### src/common/irq_pkg.sv
// Shared constants and helpers of the interrupt gating unit
`default_nettype none
package irq_pkg;

  localparam int ADDR_W = 4;
  localparam int DATA_W = 8;
  localparam int PC_W = 13;
  localparam int PAD_W = 16;

  // Register offsets
  localparam logic [ADDR_W-1:0] REG_CTRL = 4'h0;
  localparam logic [ADDR_W-1:0] REG_PFLAG_LO = 4'h1;
  localparam logic [ADDR_W-1:0] REG_PFLAG_HI = 4'h2;
  localparam logic [ADDR_W-1:0] REG_PEN_LO = 4'h3;
  localparam logic [ADDR_W-1:0] REG_PEN_HI = 4'h4;
  localparam logic [ADDR_W-1:0] REG_OPTION = 4'h5;
  localparam logic [ADDR_W-1:0] REG_EVT_STATUS = 4'h6;
  localparam logic [ADDR_W-1:0] REG_EVT_MASK = 4'h7;
  localparam logic [ADDR_W-1:0] REG_STACK_DEPTH = 4'h8;
  localparam logic [ADDR_W-1:0] REG_TAKEN_SRC = 4'h9;

  // Control register fields
  localparam int GIE_BIT = 7;
  localparam int PERIPH_GROUP_IRQ_ENABLE_BIT = 6;
  localparam int TMR_IE_BIT = 5;
  localparam int PIN_IE_BIT = 4;
  localparam int PORT_IE_BIT = 3;
  localparam int TMR_IF_BIT = 2;
  localparam int PIN_IF_BIT = 1;
  localparam int PORT_IF_BIT = 0;
  localparam logic [DATA_W-1:0] GIE_MASK = 8'h01 << GIE_BIT;
  localparam logic [DATA_W-1:0] CTRL_RST = 8'h00;

  // Option register: bit set selects rising edge on the external pin
  localparam int OPT_EDGE_BIT = 0;
  localparam logic [DATA_W-1:0] OPT_RST = 8'h01;

  // Event status bits
  localparam int EVT_W = 5;
  localparam int EVT_TAKEN = 0;
  localparam int EVT_RETURN = 1;
  localparam int EVT_OVF = 2;
  localparam int EVT_UNF = 3;
  localparam int EVT_RETRIG = 4;

  localparam int TOTAL_SRC = 17;
  localparam int CORE_SRC = 3;
  localparam int PERIPH_SRC_DEF = TOTAL_SRC - CORE_SRC;
  localparam int PORT_W_DEF = 4;
  localparam int STACK_DEPTH_DEF = 8;
  localparam logic [PC_W-1:0] IRQ_VECTOR = 13'h0004;

  // Four clocks make one instruction cycle
  localparam int Q_W = 2;
  localparam logic [Q_W-1:0] Q_LAST = 2'h3;
  localparam logic [Q_W-1:0] Q_ONE = 2'h1;

  typedef enum logic [1:0] {ST_IDLE, ST_SEEN, ST_DUE} take_state_t;

  function automatic logic [PAD_W-1:0] byte_merge(
    input logic [PAD_W-1:0] old_val,
    input logic [DATA_W-1:0] wdata,
    input logic sel_lo,
    input logic sel_hi
  );
    logic [PAD_W-1:0] res;
    res = old_val;
    if (sel_lo) begin
      res[DATA_W-1:0] = wdata;
    end
    if (sel_hi) begin
      res[PAD_W-1:DATA_W] = wdata;
    end
    return res;
  endfunction : byte_merge

endpackage : irq_pkg
`default_nettype wire

### src/common/irq_stack_if.sv
// Link between the gating logic and its return-address stack
`default_nettype none
interface irq_stack_if #(
  parameter int DW = irq_pkg::PC_W,
  parameter int DEPTH = irq_pkg::STACK_DEPTH_DEF
);
  logic push;
  logic pop;
  logic [DW-1:0] push_data;
  logic [DW-1:0] top_data;
  logic overflow;
  logic underflow;
  logic [$clog2(DEPTH):0] depth;

  modport owner (
    output push, pop, push_data,
    input top_data, overflow, underflow, depth
  );
  modport stack (
    input push, pop, push_data,
    output top_data, overflow, underflow, depth
  );
endinterface : irq_stack_if
`default_nettype wire

### src/rtl/mcu_interrupt_gating_unit.sv
// Interrupt gating unit: request flags, enables, vectoring and return
// Notes on behaviour
// Seventeen request sources, each with its own flag bit.
// Flags set on their event regardless of any enable bit.
// Global enable at control bit 7 allows enabled requests, blocks all when clear.
// Global enable plus a flagged and enabled source takes the interrupt.
// Reset clears the global enable.
// Taking clears global enable, pushes return address, loads vector 0004h.
// Return-from-interrupt pops the return address and sets global enable.
// Pin, port change and timer flags and enables live in the control register.
// Peripheral flags and enables in own registers, gated by the group enable.
// External events reach the vector in three or four instruction cycles.
// Software clears serviced flags before enabling again, else recursion.
// Hardware never clears a flag; only a software write of zero does.
//
// Local design decisions: strobed register access and the register addresses.
`default_nettype none
module mcu_interrupt_gating_unit #(
  parameter int PERIPH_SRC = irq_pkg::PERIPH_SRC_DEF,
  parameter int PORT_W = irq_pkg::PORT_W_DEF,
  parameter int STACK_DEPTH = irq_pkg::STACK_DEPTH_DEF
) (
  input wire logic i_clk,
  input wire logic i_arst_n,
  input wire logic [irq_pkg::ADDR_W-1:0] i_addr,
  input wire logic [irq_pkg::DATA_W-1:0] i_wdata,
  input wire logic i_wr,
  input wire logic i_rd,
  output logic [irq_pkg::DATA_W-1:0] o_rdata,
  input wire logic i_external_irq_pin,
  input wire logic [PORT_W-1:0] i_port_pins,
  input wire logic i_timer_zero_ovf,
  input wire logic [PERIPH_SRC-1:0] i_periph_event,
  input wire logic [irq_pkg::PC_W-1:0] i_pc,
  input wire logic i_call,
  input wire logic i_return,
  input wire logic i_return_from_irq_instr,
  output logic o_pc_load,
  output logic [irq_pkg::PC_W-1:0] o_pc_value,
  output logic o_vector_taken,
  output logic o_global_irq_enable,
  output logic o_irq
);
  import irq_pkg::*;

  // Instruction cycle divider
  logic [Q_W-1:0] q_reg;
  wire icyc = (q_reg == Q_LAST);

  always_ff @(posedge i_clk or negedge i_arst_n) begin
    if (!i_arst_n) begin
      q_reg <= '0;
    end else begin
      q_reg <= q_reg + Q_ONE;
    end
  end

  // Pin synchronisers and change detectors
  logic pin_s1_reg;
  logic pin_s2_reg;
  logic pin_prev_reg;
  logic [PORT_W-1:0] port_s1_reg;
  logic [PORT_W-1:0] port_s2_reg;
  logic [PORT_W-1:0] port_prev_reg;

  always_ff @(posedge i_clk or negedge i_arst_n) begin
    if (!i_arst_n) begin
      pin_s1_reg <= 1'b0;
      pin_s2_reg <= 1'b0;
      pin_prev_reg <= 1'b0;
      port_s1_reg <= '0;
      port_s2_reg <= '0;
      port_prev_reg <= '0;
    end else begin
      pin_s1_reg <= i_external_irq_pin;
      pin_s2_reg <= pin_s1_reg;
      pin_prev_reg <= pin_s2_reg;
      port_s1_reg <= i_port_pins;
      port_s2_reg <= port_s1_reg;
      port_prev_reg <= port_s2_reg;
    end
  end

  // Registers
  logic [DATA_W-1:0] ctrl_reg;
  logic [DATA_W-1:0] ctrl_next;
  logic [PERIPH_SRC-1:0] pflag_reg;
  logic [PERIPH_SRC-1:0] pflag_next;
  logic [PERIPH_SRC-1:0] pen_reg;
  logic [PERIPH_SRC-1:0] pen_next;
  logic [DATA_W-1:0] opt_reg;
  logic [EVT_W-1:0] evt_reg;
  logic [EVT_W-1:0] evt_next;
  logic [EVT_W-1:0] mask_reg;
  logic [EVT_W-1:0] mask_next;
  logic [DATA_W-1:0] taken_src_reg;
  logic [DATA_W-1:0] rdata_reg;
  logic pc_load_reg;
  logic [PC_W-1:0] pc_value_reg;
  logic vector_reg;
  logic irq_reg;
  take_state_t st_reg;
  take_state_t st_next;

  // Write decode
  wire wr_ctrl = i_wr && (i_addr == REG_CTRL);
  wire wr_pf_lo = i_wr && (i_addr == REG_PFLAG_LO);
  wire wr_pf_hi = i_wr && (i_addr == REG_PFLAG_HI);
  wire wr_pe_lo = i_wr && (i_addr == REG_PEN_LO);
  wire wr_pe_hi = i_wr && (i_addr == REG_PEN_HI);
  wire wr_opt = i_wr && (i_addr == REG_OPTION);
  wire wr_evt = i_wr && (i_addr == REG_EVT_STATUS);
  wire wr_mask = i_wr && (i_addr == REG_EVT_MASK);

  // Source events
  wire edge_rise = opt_reg[OPT_EDGE_BIT];
  wire pin_rise = pin_s2_reg & ~pin_prev_reg;
  wire pin_fall = ~pin_s2_reg & pin_prev_reg;
  wire pin_event = edge_rise ? pin_rise : pin_fall;
  wire port_event = |(port_s2_reg ^ port_prev_reg);

  wire [DATA_W-1:0] ctrl_set =
    (DATA_W'(i_timer_zero_ovf) << TMR_IF_BIT) |
    (DATA_W'(pin_event) << PIN_IF_BIT) |
    (DATA_W'(port_event) << PORT_IF_BIT);

  // Gating
  wire tmr_hit = ctrl_reg[TMR_IF_BIT] & ctrl_reg[TMR_IE_BIT];
  wire pin_hit = ctrl_reg[PIN_IF_BIT] & ctrl_reg[PIN_IE_BIT];
  wire port_hit = ctrl_reg[PORT_IF_BIT] & ctrl_reg[PORT_IE_BIT];
  wire core_hit = tmr_hit | pin_hit | port_hit;
  wire [PERIPH_SRC-1:0] periph_armed = pflag_reg & pen_reg;
  wire periph_hit = ctrl_reg[PERIPH_GROUP_IRQ_ENABLE_BIT] & (|periph_armed);
  wire any_hit = core_hit | periph_hit;
  wire pending = ctrl_reg[GIE_BIT] & any_hit;

  // Stack traffic from the core has priority; entry waits for the next instruction cycle, or restarts from ST_IDLE after return-from-interrupt
  wire return_from_irq_instr = i_return_from_irq_instr;
  wire blocked = i_call | i_return | return_from_irq_instr;
  wire take = icyc & (st_reg == ST_DUE) & pending & ~blocked;

  // Entry pipeline: counts instruction boundaries while a request stands
  always_comb begin
    st_next = st_reg;
    if (return_from_irq_instr || !pending) begin
      st_next = ST_IDLE;
    end else if (icyc) begin
      unique case (st_reg)
        ST_IDLE: begin
          st_next = ST_SEEN;
        end
        ST_SEEN: begin
          st_next = ST_DUE;
        end
        ST_DUE: begin
          st_next = blocked ? ST_DUE : ST_IDLE;
        end
      endcase
    end
  end

  // Control register update; flag events OR in so they beat a clearing write
  wire [DATA_W-1:0] ctrl_base = wr_ctrl ? i_wdata : ctrl_reg;
  wire [DATA_W-1:0] ctrl_mix = ctrl_base | ctrl_set;

  always_comb begin
    ctrl_next = ctrl_mix;
    if (take) begin
      ctrl_next = ctrl_mix & ~GIE_MASK;
    end else if (return_from_irq_instr) begin
      ctrl_next = ctrl_mix | GIE_MASK;
    end
  end

  // Peripheral flags and enables across two byte addresses
  wire [PAD_W-1:0] pflag_wr = byte_merge(PAD_W'(pflag_reg), i_wdata, wr_pf_lo, wr_pf_hi);
  wire [PAD_W-1:0] pen_wr = byte_merge(PAD_W'(pen_reg), i_wdata, wr_pe_lo, wr_pe_hi);

  assign pflag_next = pflag_wr[PERIPH_SRC-1:0] | i_periph_event;
  assign pen_next = pen_wr[PERIPH_SRC-1:0];

  // Return-address stack
  irq_stack_if #(.DW(PC_W), .DEPTH(STACK_DEPTH)) stk ();

  assign stk.push = take | i_call;
  assign stk.push_data = i_pc;
  assign stk.pop = i_return | return_from_irq_instr;

  irq_return_stack #(
    .DW(PC_W),
    .DEPTH(STACK_DEPTH)
  ) u_stack (
    .i_clk(i_clk),
    .i_arst_n(i_arst_n),
    .stk(stk.stack)
  );

  // Event status, mask and interrupt line
  // Retrigger warns that software left an enabled flag set on return
  wire [EVT_W-1:0] evt_set =
    (EVT_W'(take) << EVT_TAKEN) |
    (EVT_W'(return_from_irq_instr) << EVT_RETURN) |
    (EVT_W'(stk.overflow) << EVT_OVF) |
    (EVT_W'(stk.underflow) << EVT_UNF) |
    (EVT_W'(return_from_irq_instr & any_hit) << EVT_RETRIG);
  wire [EVT_W-1:0] evt_kept = wr_evt ? (evt_reg & ~i_wdata[EVT_W-1:0]) : evt_reg;

  assign evt_next = evt_kept | evt_set;
  assign mask_next = wr_mask ? i_wdata[EVT_W-1:0] : mask_reg;

  // Snapshot of which groups requested at the moment of entry
  wire [DATA_W-1:0] taken_snap =
    (DATA_W'(tmr_hit) << TMR_IF_BIT) |
    (DATA_W'(pin_hit) << PIN_IF_BIT) |
    (DATA_W'(port_hit) << PORT_IF_BIT) |
    (DATA_W'(periph_hit) << PERIPH_GROUP_IRQ_ENABLE_BIT);

  // Read selection; unmapped offsets read zero
  wire [PAD_W-1:0] pflag_pad = PAD_W'(pflag_reg);
  wire [PAD_W-1:0] pen_pad = PAD_W'(pen_reg);
  wire [DATA_W-1:0] rd_sel =
    (i_addr == REG_CTRL) ? ctrl_reg :
    (i_addr == REG_PFLAG_LO) ? pflag_pad[DATA_W-1:0] :
    (i_addr == REG_PFLAG_HI) ? pflag_pad[PAD_W-1:DATA_W] :
    (i_addr == REG_PEN_LO) ? pen_pad[DATA_W-1:0] :
    (i_addr == REG_PEN_HI) ? pen_pad[PAD_W-1:DATA_W] :
    (i_addr == REG_OPTION) ? opt_reg :
    (i_addr == REG_EVT_STATUS) ? DATA_W'(evt_reg) :
    (i_addr == REG_EVT_MASK) ? DATA_W'(mask_reg) :
    (i_addr == REG_STACK_DEPTH) ? DATA_W'(stk.depth) :
    (i_addr == REG_TAKEN_SRC) ? taken_src_reg :
    '0;

  wire [PC_W-1:0] pc_sel = take ? IRQ_VECTOR : stk.top_data;

  // Control and status state
  always_ff @(posedge i_clk or negedge i_arst_n) begin
    if (!i_arst_n) begin
      ctrl_reg <= CTRL_RST;
      pflag_reg <= '0;
      pen_reg <= '0;
      opt_reg <= OPT_RST;
      evt_reg <= '0;
      mask_reg <= '0;
      st_reg <= ST_IDLE;
    end else begin
      ctrl_reg <= ctrl_next;
      pflag_reg <= pflag_next;
      pen_reg <= pen_next;
      opt_reg <= wr_opt ? i_wdata : opt_reg;
      evt_reg <= evt_next;
      mask_reg <= mask_next;
      st_reg <= st_next;
    end
  end

  // Entry snapshot holds until the next entry
  always_ff @(posedge i_clk or negedge i_arst_n) begin
    if (!i_arst_n) begin
      taken_src_reg <= '0;
    end else if (take) begin
      taken_src_reg <= taken_snap;
    end
  end

  // Read data stands only in the cycle after the strobe
  always_ff @(posedge i_clk or negedge i_arst_n) begin
    if (!i_arst_n) begin
      rdata_reg <= '0;
    end else begin
      rdata_reg <= i_rd ? rd_sel : '0;
    end
  end

  // Core-facing strobes
  always_ff @(posedge i_clk or negedge i_arst_n) begin
    if (!i_arst_n) begin
      pc_load_reg <= 1'b0;
      pc_value_reg <= '0;
      vector_reg <= 1'b0;
    end else begin
      pc_load_reg <= take | stk.pop;
      pc_value_reg <= (take | stk.pop) ? pc_sel : pc_value_reg;
      vector_reg <= take;
    end
  end

  // Interrupt line follows the next state so it tracks status exactly
  always_ff @(posedge i_clk or negedge i_arst_n) begin
    if (!i_arst_n) begin
      irq_reg <= 1'b0;
    end else begin
      irq_reg <= |(evt_next & mask_next);
    end
  end

  assign o_rdata = rdata_reg;
  assign o_pc_load = pc_load_reg;
  assign o_pc_value = pc_value_reg;
  assign o_vector_taken = vector_reg;
  assign o_global_irq_enable = ctrl_reg[GIE_BIT];
  assign o_irq = irq_reg;

endmodule : mcu_interrupt_gating_unit
`default_nettype wire

### src/rtl/irq_return_stack.sv
// Circular return-address stack shared by calls and interrupt entry
`default_nettype none
module irq_return_stack #(
  parameter int DW = irq_pkg::PC_W,
  parameter int DEPTH = irq_pkg::STACK_DEPTH_DEF
) (
  input wire logic i_clk,
  input wire logic i_arst_n,
  irq_stack_if.stack stk
);
  import irq_pkg::*;

  localparam int PW = $clog2(DEPTH);
  localparam logic [PW:0] FULL_CNT = (PW + 1)'(DEPTH);

  logic [DW-1:0] mem [DEPTH];
  logic [PW-1:0] sp_reg;
  logic [PW:0] cnt_reg;

  wire full = (cnt_reg == FULL_CNT);
  wire empty = (cnt_reg == '0);
  wire [PW-1:0] top_idx = sp_reg - PW'(1);

  assign stk.top_data = mem[top_idx];
  assign stk.overflow = stk.push & full;
  assign stk.underflow = stk.pop & empty;
  assign stk.depth = cnt_reg;

  // Overflow wraps and overwrites the oldest entry; no refusal
  always_ff @(posedge i_clk) begin
    if (stk.push) begin
      mem[sp_reg] <= stk.push_data;
    end
  end

  always_ff @(posedge i_clk or negedge i_arst_n) begin
    if (!i_arst_n) begin
      sp_reg <= '0;
      cnt_reg <= '0;
    end else if (stk.push) begin
      sp_reg <= sp_reg + PW'(1);
      cnt_reg <= full ? cnt_reg : cnt_reg + (PW + 1)'(1);
    end else if (stk.pop) begin
      sp_reg <= top_idx;
      cnt_reg <= empty ? cnt_reg : cnt_reg - (PW + 1)'(1);
    end
  end

endmodule : irq_return_stack
`default_nettype wire

### config.mk
export PLATFORM = sky130hd
export DESIGN_NAME = mcu_interrupt_gating_unit
export DESIGN_NICKNAME = d
export VERILOG_FILES = /design/src/common/irq_pkg.sv /design/src/common/irq_stack_if.sv /design/src/rtl/mcu_interrupt_gating_unit.sv /design/src/rtl/irq_return_stack.sv
export SDC_FILE = /design/constraint.sdc
export NUM_CORES = 1
export LEC_CHECK = 0
export BUFFER_PORTS_ARGS = -buffer_cell sky130_fd_sc_hd__buf_2
export CORE_MARGIN = 3
export CORE_UTILIZATION = 43
export DETAILED_ROUTE_END_ITERATION = 10
export PLACE_DENSITY = 0.64
export SETUP_SLACK_MARGIN = 0.05
export SLEW_MARGIN = 20
export SYNTH_ARGS = -nofsm -noshare
export SYNTH_HDL_FRONTEND = slang
export SYNTH_HIERARCHICAL = 1
export SYNTH_SLANG_ARGS = --single-unit
export TNS_END_PERCENT = 30
### constraint.sdc
create_clock -name i_clk -period 5.7 [get_ports i_clk]
set_clock_uncertainty 0.2 [all_clocks]
set_input_delay 0.285 -clock i_clk [delete_from_list [all_inputs] [get_ports i_clk]]
set_output_delay 0.285 -clock i_clk [all_outputs]
set_load 0.01 [all_outputs]
* After elaboration in Yosys (flattened, before gate mapping) *
Memories as Yosys holds them, arrays and structs flattened.
Cells that the tools add are included.

word-level totals
  output and inout bits = 25
  word-level logic and storage cells = 136
  register bits after elaboration = 112
  input bits = 52
  memories = 1
  memory bits (writable) = 104

cells by class
  muxes and demuxes = 32
  equality and inequality tests = 15
  bitwise gates (word level) = 41
  add/sub/neg operators = 5
  reduce and logical (&&, ||, !) cells = 19

memories
  memory       depth  bits a word  read ports  clocked after memory_dff  wr ports  line                    source
  u_stack.mem  8      13           1           0                         1         irq_return_stack.sv:16  logic [DW-1:0] mem [DEPTH];

operator list
  cell                                                             count
  8-bit two-way mux                                                15
  4-bit by 3-bit == test with 1-bit output, second input constant  4
  4-bit two-way mux                                                4
  14-bit bitwise AND                                               1
  14-bit bitwise OR                                                1
  14-bit OR reduction                                              1
  1-bit bitwise AND                                                13
  13-bit two-way mux                                               1
  4-bit == test, second input constant                             3
  5-bit bitwise AND                                                2
  5-bit two-way mux                                                2
  4-bit by 2-bit == test with 1-bit output, second input constant  2
  1-bit logical AND                                                8
  4-bit logical NOT                                                2
  1-bit bitwise OR                                                 8
  8-bit by 3-bit bitwise OR with 8-bit output                      1
  3-bit by 7-bit bitwise OR with 7-bit output                      1
  2-bit two-way mux                                                3
  3-bit two-way mux                                                2
  6-bit two-way mux                                                1
  3-bit by 1-bit bitwise OR with 3-bit output                      2
  3-bit by 2-bit bitwise OR with 3-bit output                      2
  2-bit case mux with 3 select lines                               1
  5-bit inverter                                                   1
  25 further kinds                                                 31

* Logic depth before layout (Yosys ltp) *
Gate-level depths: netlist of the first run.

  depth after elaboration = 15
  mapped depth = 11
  gate-level depth less buffers = 10

* Modules after synthesis *
The synthesis of the first run kept the hierarchy.

modules (own cells, without submodules)
  module                     sequential area each (um^2)  instances  cells an instance  area an instance (um^2)
  mcu_interrupt_gating_unit  2,528.7                      1          438                4,745.8
  irq_return_stack           3,298.2                      1          205                4,509.3

* Worst setup path after synthesis of the first run *
OpenSTA, ideal clock, no wires.

  kind = in2reg
  start = input i_return_from_irq_instr
  end = memory u_stack/mem[1][0] (netlist bit), enable pin
  buffers on the path = 2
  required time = 5.100 ns
  data arrival time = 2.271 ns
  library setup time = 0.400 ns
  stages = 8
  path slack = 2.829 ns
  cells stage by stage = buf_2 nor3_1 and3_1 and3_1 or3_1 buf_2 nand2_1 nor3_1

on the way
  word-level cells in the longest chain between the ends = 6

RTL lines
  item                                     line                              source
  start: declaration                       mcu_interrupt_gating_unit.sv:37   input wire logic i_return_from_irq_instr,
  1-bit bitwise OR                         mcu_interrupt_gating_unit.sv:139  wire blocked = i_call | i_return | return_from_irq_instr;
  1-bit inverter                           mcu_interrupt_gating_unit.sv:140  wire take = icyc & (st_reg == ST_DUE) & pending & ~blocked;
  1-bit bitwise AND                        mcu_interrupt_gating_unit.sv:140
  1-bit bitwise OR                         mcu_interrupt_gating_unit.sv:185  assign stk.push = take | i_call;
  net stk.push                             irq_stack_if.sv:7                 logic push;
  1-bit two-way mux                        irq_return_stack.sv:31            if (stk.push) begin
  1-bit two-way mux (implied by the code)  irq_return_stack.sv:32            mem[sp_reg] <= stk.push_data;
  end: declaration                         irq_return_stack.sv:16

The timed path passes the listed nets, and every way through them passes these cells.

* Final worst setup path of the first run *
  start = register pen_reg[3]
  end = register u_stack.cnt_reg[3] (netlist: u_stack/stk.depth[3])

on the way
  word-level cells in the longest chain between the ends = 10
  elaborated cells on any way between the ends = 13
  classes of those cells = eq/ne: 2; mux: 1; bitwise: 7; reduce/logical: 3

RTL lines
  item                                                     line                              source
  start: declaration                                       mcu_interrupt_gating_unit.sv:89   logic [PERIPH_SRC-1:0] pen_reg;
  start signal: assignment                                 mcu_interrupt_gating_unit.sv:249  pen_reg <= pen_next;
  14-bit bitwise AND (*)                                   mcu_interrupt_gating_unit.sv:132  wire [PERIPH_SRC-1:0] periph_armed = pflag_reg & pen_reg;
  14-bit OR reduction (*)                                  mcu_interrupt_gating_unit.sv:133  wire periph_hit = ctrl_reg[PERIPH_GROUP_IRQ_ENABLE_BIT] & (|periph_armed);
  1-bit bitwise AND (*)                                    mcu_interrupt_gating_unit.sv:133
  1-bit bitwise OR (*)                                     mcu_interrupt_gating_unit.sv:134  wire any_hit = core_hit | periph_hit;
  1-bit bitwise AND (*)                                    mcu_interrupt_gating_unit.sv:135  wire pending = ctrl_reg[GIE_BIT] & any_hit;
  1-bit bitwise AND (*) (2 in a row)                       mcu_interrupt_gating_unit.sv:140
  1-bit bitwise OR (*)                                     mcu_interrupt_gating_unit.sv:185
  net stk.push                                             irq_stack_if.sv:7
  2-bit inequality test (no line) (tied with other cells)  n/a
  3-bit AND reduction (no line)                            n/a
  end signal: assignment                                   irq_return_stack.sv:42            cnt_reg <= full ? cnt_reg : cnt_reg + (PW + 1)'(1);
  end signal: assignment                                   irq_return_stack.sv:45            cnt_reg <= empty ? cnt_reg : cnt_reg - (PW + 1)'(1);
  end: declaration                                         irq_return_stack.sv:18            logic [PW:0] cnt_reg;

The timed path passes the listed nets; every way through them passes the cells marked *.
A chain may end at the register's enable or synchronous reset.

==> impl_metrics.csv, run 1 <==
group,metric,value,unit
final_layout,area_growth_syn_to_layout,20.62,%
synthesis,ys.flop_type,"dfrtp_1",
critical_path,crit_type,"register to register",
final_layout,drive_gt1_share,26.42,%
clocking,cts_root_buf,"clkbuf_16",
pwr,swShare,29.35,%
synthesis,synth.largest_area_cell,"edfxtp_1",
critical_path,crit_path_end_kind,"register",
synthesis,yosys.area.top_type_share,33.74,%
run,max_cap_viol_count,0,
synthesis,yosysSeqAreaShare,62.96,%
clocking,cts.path.max_buffers,3,
global_route,grt_max_degree,63,
floorplan,io_pins,77,
timing,hold_viol,0,
timing,worst_pin_slew,994.9,ps
routing,drt_iter0_drc,422,
clocking,postCtsSetupBuffers,0,
synthesis,syn_nets,703,
routing,drt_wl_total,21940,µm
floorplan,initial_core_util,43.89,%
critical_path,worstPathMaxFanout,10,
pwr,p_seq_share,42.6,%
placed_design,place_congestion,0.9195,
clocking,cts_buffers,23,
floorplan,fp-row-count,53,
placed_design,dpl.hpwl,14410,µm
pwr,fin_total_pwr,4.830,mW
timing,min_period_over_period,56.56,%
routing,drtAntennaViolNets,0,
pwr,net-switching-power,1.417,mW
timing,clock.fmax,310.2,MHz
global_route,track_usage,18.76,%
final_layout,final_cell_mix,"dfrtp_1, edfxtp_1, buf_2",
routing,routedWlPerCell,20.56,µm
critical_path,critPathRequiredTime,5890,ps
critical_path,start_kind,"register",
clocking,clkLatencyLatePin,510,ps
timing,min_period,3224,ps
timing,setup_ws,2476,ps
floorplan,die_h,152.7,µm
pwr,combPwrFrac,28.2,%
synthesis,synth-edff-count,104,
synthesis,syn-cell-area,0.009255,mm²
pwr,intPower,3.412,mW
synthesis,synth_seq_cells,212,
clocking,cts_hold_buf,53,
final_layout,final_common_cell,"dfrtp_1",
clocking,cts.clk_slew.worst_paths,60,ps
global_route,grt_pass1_wl,35270,µm
synthesis,synth_area_per_cell,14.39,µm²
global_route,grt_overflow_total,0,
synthesis,ys.warnings.count,6,
global_route,antenna_found_initial,1,
synthesis,postSynth.asyncResetShare,50.94,%
run_status,status,"finished clean",
routing,vias_per_cell,5.585,
timing,rsz0062_at_grt,"no",
global_route,grt_pass1_vias,6211,
routing,num_vias,5959,
synthesis,netlist_top_cells_area,"edfxtp_1, dfrtp_1, mux2_2",
clocking,cts_resized,0,
pwr,peakVddDrop,0.0002837,V
clocking,clock_sinks,212,
synthesis,synth_cells,643,
routing,drt_pass1_iterations,5,
pwr,leakagePower,4.376,nW
floorplan,die_area,0.02332,mm²
timing,setup_tns,0,ps
routing,drc,0,
clocking,cts_tree,"done",
critical_path,cp.arrival,3410,ps
placed_design,port_buffers,76,
final_layout,largest_register_ffs,104,
floorplan,die_w,152.7,µm
pwr,power_density,432.6,mW/mm²
final_layout,nNetsFinal,834,
clocking,htree_levels,1,
pwr,clock_power_share,29.3,%
timing,slew_headroom,33.67,%
timing,setup_viol,0,
placed_design,dp_slack,2479,ps
worst_hold_path,hp-class,"primary input to register",
synthesis,ys_types,66,
timing,drv_slew,0,
floorplan,core_region_area,0.02109,mm²
synth_stat cells (2+ instances only):
master / number
nand3b_1: 11
or3_1: 6
a22oi_1: 7
o21ai_0: 24
o221ai_1: 2
mux2_4: 7
a32oi_1: 3
mux4_1: 15
clkbuf_1: 9
a21o_1: 2
nor2_1: 26
nand3_1: 15
o211ai_1: 2
ha_1: 7
buf_2: 13
a211o_1: 7
nor4_1: 2
mux2i_1: 7
xor2_1: 8
dfrtp_1: 107
a221oi_4: 2
buf_12: 2
and2_1: 4
edfxtp_1: 104
or2_2: 5
a21boi_0: 4
mux2_2: 45
nor3_1: 7
buf_4: 2
buf_6: 2
o21ai_2: 7
nand2b_1: 5
a21oi_1: 17
nand4_1: 3
nand2_1: 72
nor4b_1: 4
a22o_1: 4
inv_1: 19
mux4_2: 13
o22ai_1: 5
and3_1: 7
nor2b_1: 6
layer usage:
layer	global-route usage [%]	part of all wire (%)	vias to the layer above
met1	25.53	42	2996
li1	-	-	2688
met4	5.303	2.6	0
met5	0	0	-
met2	31.13	49	222
met3	3.579	6.4	53
critical path: stages (launching register included):
cell	delay [ps]
dfrtp_1	390
a22o_1	280
a221oi_4	290
a31oi_2	200
or3_1	510
inv_1	250
ha_1	270
a21o_1	170
a21oi_1	200
mux4_2	320
stage by stage:
stage | utilization [%] | hold slack (ps) | std cells | instance area (µm²)
finish | 52.94 | 16.31 | 1067 | 11160
global route | 52.94 | 23.19 | 1067 | 11160
CTS | 52.91 | 5.530 | 1066 | 11160
detailed placement | 46.94 | 135.5 | 971 | 9898
global placement | 46.67 | 133.2 | 969 | 9841
floorplan | - | -210.6 | 643 | 9255
worst paths after layout:
path / cells past startpoint / slack [ps] / start / endpoint
setup reg to reg: 9 / 2480 / pen_reg[3] / u_stack/stk.depth[3]
hold / removal: 2 / 20 / i_wdata[3] / pen_reg[3]
hold reg to reg: 0 / 150 / port_s1_reg[0] / port_s2_reg[0]
min in group asynchronous: 2 / 130 / i_arst_n / pen_reg[5]
max in group asynchronous: 3 / 3930 / i_arst_n / port_prev_reg[3]
setup / recovery: 9 / 2480 / pen_reg[3] / u_stack/stk.depth[3]
logic make-up after synthesis:
family          after synthesis  share of synthesized area (%)
compound gates               97                          7.544
mux                          88                          14.91
flops                       212                          62.96
buf+inv                      48                          2.731
fa+ha+maj                     8                          1.163
xor+xnor                      9                         0.8517
simple gates                181                          9.842
power by group through the flow:
stage	Clock (mW)	Sequential, mW	Combinational (mW)
final	1.41	2.06	1.36
after global routing	1.52	2.09	1.49
after CTS	1.45	2.06	1.38
after detailed placement	0	2.08	1.35
after global placement	0	2.07	1.30
after floorplan	0	2.03	1.01
layout make-up:
cell class,count,area (µm²)
Fill cell,1740,9925
Sequential cell,212,5827
Multi-Input combinational cell,383,3216
Timing Repair Buffer,135,973.4
Clock buffer,36,675.6
Tap cell,275,344.1
Inverter,19,71.32
Clock inverter,6,53.80
Antenna cell,1,2.502
Power figures use the tool's default switching activity.
==> inputs of run 2 (changes only) <==
--- a/config.mk
+++ b/config.mk
@@ -5,11 +5,12 @@
 export SDC_FILE = /design/constraint.sdc
 export NUM_CORES = 1
 export LEC_CHECK = 0
+export ABC_AREA = 1
 export BUFFER_PORTS_ARGS = -buffer_cell sky130_fd_sc_hd__buf_2
 export CORE_MARGIN = 3
 export CORE_UTILIZATION = 43
 export DETAILED_ROUTE_END_ITERATION = 10
-export PLACE_DENSITY = 0.64
+export PLACE_DENSITY = 0.66
 export SETUP_SLACK_MARGIN = 0.05
 export SLEW_MARGIN = 20
 export SYNTH_ARGS = -nofsm -noshare
==> constraint.sdc (replaced) <==
create_clock -name i_clk -period 2.85 [get_ports i_clk]
set_clock_uncertainty 0.2 [all_clocks]
set_input_delay 0.1425 -clock i_clk [delete_from_list [all_inputs] [get_ports i_clk]]
set_output_delay 0.1425 -clock i_clk [all_outputs]
set_load 0.01 [all_outputs]
==> impl_metrics.csv, run 2 <==
group,metric,value,unit
global_route,grt_overflow_total,0,
routing,drc,0,
clocking,clock_sinks,212,
critical_path,crit_path_end_kind,"register",
timing,rsz0062_at_grt,"yes",
clocking,postCtsSetupBuffers,0,
timing,min_period,2625,ps
critical_path,startpoint,"pen_reg[4]",
final_layout,area_growth_syn_to_layout,22.85,%
pwr,power_density,927.0,mW/mm²
synthesis,synth.largest_area_cell,"edfxtp_1",
final_layout,drive_gt1_share,17.74,%
critical_path,critical-path-slowest-cell,"dfrtp_1",
synthesis,syn-cell-area,0.009260,mm²
synthesis,synth-edff-count,104,
final_layout,final_cell_mix,"nand2_1, nor2_1, dfrtp_1",
routing,drtAntennaViolNets,0,
placed_design,dpl.hpwl,14990,µm
synthesis,synth_seq_cells,212,
routing,routedWlPerCell,16.58,µm
global_route,track_usage,19.63,%
critical_path,critPathMaxStageDelay,400,ps
critical_path,start_kind,"register",
synthesis,syn_nets,986,
timing,min_period_over_period,92.10,%
worst_hold_path,hp-class,"primary input to async pin",
timing,setup_viol,0,
placed_design,place_congestion,0.8222,
pwr,leakagePower,4.887,nW
clocking,cts_buffers,24,
synthesis,ys_types,46,
floorplan,io_pins,77,
timing,holdWs,-0.05762,ps
timing,hold_viol,1,
placed_design,port_buffers,76,
floorplan,core_region_area,0.02109,mm²
run_status,failed_checks,"negative hold slack",
synthesis,netlist_top_cells_area,"edfxtp_1, dfrtp_1, nand2_1",
critical_path,crit_type,"register to register",
synthesis,ys.warnings.count,6,
timing,worst_pin_slew,593.7,ps
critical_path,worstPathCellList,"nand2_1 -> nand3_1 -> nor2_2 -> nand3_2 -> nand2_2 -> nand2_2 -> nand3_2 -> inv_1 -> or2_4 -> inv_4 -> ha_1 -> or2_2 -> nand3_1 -> nand2_1 -> nand2_1 -> nand2_1",
clocking,htree_levels,1,
synthesis,yosysSeqAreaShare,62.92,%
clocking,cts_tree,"done",
final_layout,antenna_cells,0,
floorplan,die_h,152.8,µm
final_layout,nNetsFinal,1147,
run_status,status,"finished with violations",
synthesis,yosys.area.top_type_share,33.73,%
critical_path,rrSetupSlack,230,ps
final_layout,largest_register_ffs,104,
global_route,grt_pass1_vias,7001,
run,max_cap_viol_count,0,
final_layout,nFillCells,1831,
critical_path,reg2reg_to,"u_stack/stk.depth[3]",
timing,clock.fmax,381.0,MHz
critical_path,cp.arrival,2820,ps
routing,vias_per_cell,5.084,
critical_path,reg2reg_from,"pen_reg[4]",
routing,drt_wl_total,22870,µm
floorplan,die_area,0.02333,mm²
pwr,peakVddDrop,0.0005435,V
synthesis,synth_cells,926,
critical_path,cpMostUsedCell,"nand2_1",
critical_path,critPathRequiredTime,3050,ps
placed_design,dp_slack,87.94,ps
critical_path,worstPathMaxFanout,7,
synthesis,postSynth.asyncResetShare,50.94,%
routing,drt_pass1_iterations,5,
floorplan,initial_core_util,43.91,%
global_route,antenna_found_initial,0,
timing,drv_slew,0,
critical_path,worst_r2r_path_depth,16,
clocking,cts.path.max_buffers,3,
routing,drt_iter0_drc,596,
critical_path,critPathCapture,"u_stack/stk.depth[3]",
floorplan,die_w,152.8,µm
timing,setup_tns,0,ps
clocking,cts.clk_slew.worst_paths,60,ps
floorplan,fp-row-count,53,
routing,num_vias,7016,
global_route,grt_max_degree,47,
timing,slew_headroom,60.42,%
global_route,grt_pass1_wl,37380,µm
timing,setup_ws,225.0,ps
synthesis,synth.most_common_cell,"nand2_1",
synthesis,synth_common_cells,"nand2_1, nor2_1, dfrtp_1, edfxtp_1, o21ai_1",
clocking,cts_root_buf,"clkbuf_16",
clocking,clkLatencyLatePin,510,ps
final_layout,final_common_cell,"nand2_1",
synthesis,synth_area_per_cell,10.00,µm²
synthesis,ys.flop_type,"dfrtp_1",
[run 2: routing by layer]
metal / up-vias / share of wire [%] / GRT usage (%)
met5: - / 0 / 0
met4: 0 / 1.9 / 4.455
met3: 32 / 5.8 / 2.272
met2: 227 / 47 / 31.95
met1: 3354 / 45 / 28.61
li1: 3403 / - / -
[run 2: logic make-up after synthesis]
family,Yosys count,synth area share (%)
fa+ha+maj,8,1.162
buf+inv,98,5.432
xor+xnor,6,0.6487
simple gates,426,19.08
compound gates,176,10.76
flops,212,62.92
[run 2: area by class of cell]
type | count | area [µm²] | share of cell area, %
sequential | 212 | 5827 | 51.22
multi-input combinational | 616 | 2948 | 25.91
tap | 275 | 344.1 | 3.025
clock inverter | 10 | 101.3 | 0.8909
clock buffer | 34 | 658.1 | 5.785
inverter | 69 | 274.0 | 2.409
timing repair buffer | 164 | 1224 | 10.76
[run 2: timing repair]
action,in CTS,in global routing
setup endpoints to repair,0,31
endpoints found under the hold margin,282,0
hold buffers,67,0
resized for setup,0,7
[run 2: metrics by stage]
step | power, mW | instances | util, % | instance area [µm²]
finish | 10.55 | 1380 | 53.95 | 11380
CTS | 10.61 | 1380 | 53.85 | 11360
global route | 11.32 | 1380 | 53.95 | 11380
detailed placement | 7.613 | 1269 | 47.07 | 9926
floorplan | 6.651 | 926 | - | 9260
global placement | 7.575 | 1269 | 47.07 | 9926
[run 2: worst min path at each step]
stage,depth (start not counted),to,startpoint
3_3_place_gp,1,o_pc_value[0],i_arst_n
3_5_place_dp,1,o_pc_value[12],i_arst_n
2_1_floorplan,0,ctrl_reg[0],i_arst_n
5_1_grt,4,o_rdata[6],i_addr[2]
4_1_cts,4,o_rdata[6],i_addr[2]
6_report,2,o_pc_value[12],i_arst_n
[run 2: where the power goes]
group	leakage (nW)	switching, mW	internal, mW
logic	2.32	2.29	1.32
clock network	0.361	1.19	1.71
registers	2.21	0.284	3.74
[run 2: worst max-delay path: cells and delay by family (launching register included)]
family / cells / cell delay (ps)
adder cells (fa/ha/maj): 1 / 260
buffers and inverters: 2 / 160
flip-flops: 1 / 400
AND/OR/NAND/NOR: 13 / 1480
==> inputs of run 3 (changes only) <==
--- a/config.mk
+++ b/config.mk
@@ -6,11 +6,11 @@
 export NUM_CORES = 1
 export LEC_CHECK = 0
 export ABC_AREA = 1
-export BUFFER_PORTS_ARGS = -buffer_cell sky130_fd_sc_hd__buf_2
-export CORE_MARGIN = 3
-export CORE_UTILIZATION = 43
+export CORE_MARGIN = 4
+export CORE_UTILIZATION = 52
 export DETAILED_ROUTE_END_ITERATION = 10
-export PLACE_DENSITY = 0.66
+export DONT_BUFFER_PORTS = 1
+export PLACE_DENSITY = 0.73
 export SETUP_SLACK_MARGIN = 0.05
 export SLEW_MARGIN = 20
 export SYNTH_ARGS = -nofsm -noshare
==> impl_metrics.csv, run 3 (synthesis results as in run 2) <==
group,metric,value,unit
clocking,htree_levels,1,
global_route,grt_overflow_total,0,
floorplan,die_area,0.02001,mm²
clocking,cts_buffers,23,
global_route,track_usage,23.43,%
run_status,status,"finished with violations",
final_layout,final_core_util,64.04,%
timing,holdWs,-13.35,ps
timing,drv_slew,0,
routing,drtAntennaViolNets,0,
final_layout,drive_gt1_share,11.29,%
routing,drc,0,
global_route,antenna_found_initial,1,
pwr,power_density,944.1,mW/mm²
timing,rsz0062_at_grt,"yes",
run_status,failed_checks,"negative hold slack",
critical_path,worstPathMaxFanout,11,
critical_path,reg2reg_from,"pflag_reg[1]",
critical_path,crit_path_end_kind,"register",
critical_path,cp.arrival,3010,ps
pwr,leakagePower,4.658,nW
clocking,postCtsSetupBuffers,0,
placed_design,place_inst,1143,
clocking,cts_tree,"done",
timing,clock.fmax,362.7,MHz
timing,setup_viol,0,
critical_path,worst_r2r_path_depth,16,
timing,min_period_over_period,96.75,%
pwr,clock_power_share,27.9,%
timing,hold_viol,12,
global_route,grt_max_degree,109,
critical_path,start_kind,"primary input",
worst_hold_path,hp-class,"primary input to async pin",
final_layout,final_cell_mix,"nand2_1, nor2_1, dfrtp_1",
placed_design,port_buffers,0,
pwr,p_seq_share,39.1,%
final_layout,final_area,0.01112,mm²
global_route,grt_pass1_vias,6938,
final_layout,largest_register_ffs,104,
pwr,peakVddDrop,0.0006877,V
timing,min_period,2757,ps
critical_path,reg2reg_to,"u_stack/stk.depth[3]",
clocking,cts.clk_slew.worst_paths,60,ps
placed_design,dp_slack,160.7,ps
placed_design,place_congestion,0.9203,
clocking,clkLatencyLatePin,520,ps
critical_path,crit_type,"primary input to register",
clocking,clock_sinks,212,
final_layout,area.sequential,0.005827,mm²
final_layout,nFillCells,1310,
timing,setup_ws,92.54,ps
floorplan,die_w,141.4,µm
floorplan,core_region_area,0.01736,mm²
placed_design,dpl.hpwl,14650,µm
floorplan,initial_core_util,53.35,%
routing,drt_iter0_drc,811,
pwr,combPwrFrac,33.0,%
final_layout,final_common_cell,"nand2_1",
clocking,cts_root_buf,"clkbuf_16",
final_layout,nNetsFinal,1088,
floorplan,fp-row-count,48,
critical_path,critPathRequiredTime,3110,ps
final_layout,instances_no_fill,1271,
critical_path,rrSetupSlack,100,ps
pwr,swShare,35.50,%
global_route,grt_pass1_wl,37450,µm
floorplan,die_h,141.4,µm
timing,worst_pin_slew,690.7,ps
clocking,cts.path.max_buffers,3,
pwr,intPower,6.769,mW
routing,num_vias,7127,
final_layout,multiInputGateArea,0.002945,mm²
routing,vias_per_cell,5.607,
run,max_cap_viol_count,0,
final_layout,area_growth_syn_to_layout,20.04,%
routing,drt_pass1_iterations,8,
floorplan,io_pins,77,
routing,drt_wl_total,23520,µm
placed_design,dpl_cell_area,0.009468,mm²
pwr,net-switching-power,3.726,mW
routing,routedWlPerCell,18.51,µm
timing,slew_headroom,52.77,%
-- run 3: layout make-up --
type                            instances  share of cell area [%]
Tap cell                              225                   2.533
Multi-Input combinational cell        616                   26.50
Sequential cell                       212                   52.42
Clock buffer                           33                   5.819
Inverter                               69                   2.476
Clock inverter                          9                  0.9793
Antenna cell                            1                 0.02251
Timing Repair Buffer                  106                   9.253
-- run 3: how the worst max path moves through the flow --
stage                              from                    to  slack (ps)  depth (start not counted)
final                         i_addr[1]           ctrl_reg[1]          90                         10
after global placement    pflag_reg[12]  u_stack/stk.depth[3]         200                         16
after CTS                     i_addr[1]           ctrl_reg[1]         100                         10
after detailed placement  pflag_reg[12]  u_stack/stk.depth[3]         160                         16
after global routing          st_reg[0]     u_stack/mem[2][3]         -80                         10
after floorplan               st_reg[0]     u_stack/mem[1][0]         350                          9
-- run 3: through the flow --
stage                     power [mW]  setup TNS [ps]
after floorplan                6.651               0
after global placement         7.349               0
after detailed placement       7.408               0
after CTS                      10.50               0
after global routing           11.17           -1406
final                          10.49               0
-- run 3: timing repair --
action,CTS,global route
hold buffers,85,0
resized for setup,0,7
endpoints found under the setup margin,0,41
endpoints found under the hold margin,294,0
-- run 3: power by group through the flow --
stage,sequential (mW),clock [mW],combinational [mW]
detailed placement,4.15,0,3.26
global placement,4.13,0,3.21
finish,4.10,2.93,3.46
CTS,4.10,2.96,3.44
global route,4.16,3.11,3.91
floorplan,4.04,0,2.61
-- run 3: critical path, cell delays in order --
cell and delay, ps:
dlygate4sd3_1 660, nor2_4 220, inv_2 80, nor2_4 260, inv_2 180, nor2_4 150, nand2_1 80, dlygate4sd3_1 580
o2111ai_1 100, dlygate4sd3_1 570
-- run 3: layer usage --
layer	up-vias	wire [µm]	part of all wire, %	track usage (%)
li1	3289	-	-	-
met1	3404	9861	42	33.42
met2	376	10740	46	36.32
met3	58	2329	9.9	5.797
met4	0	597	2.5	6.414
met5	-	0	0	0
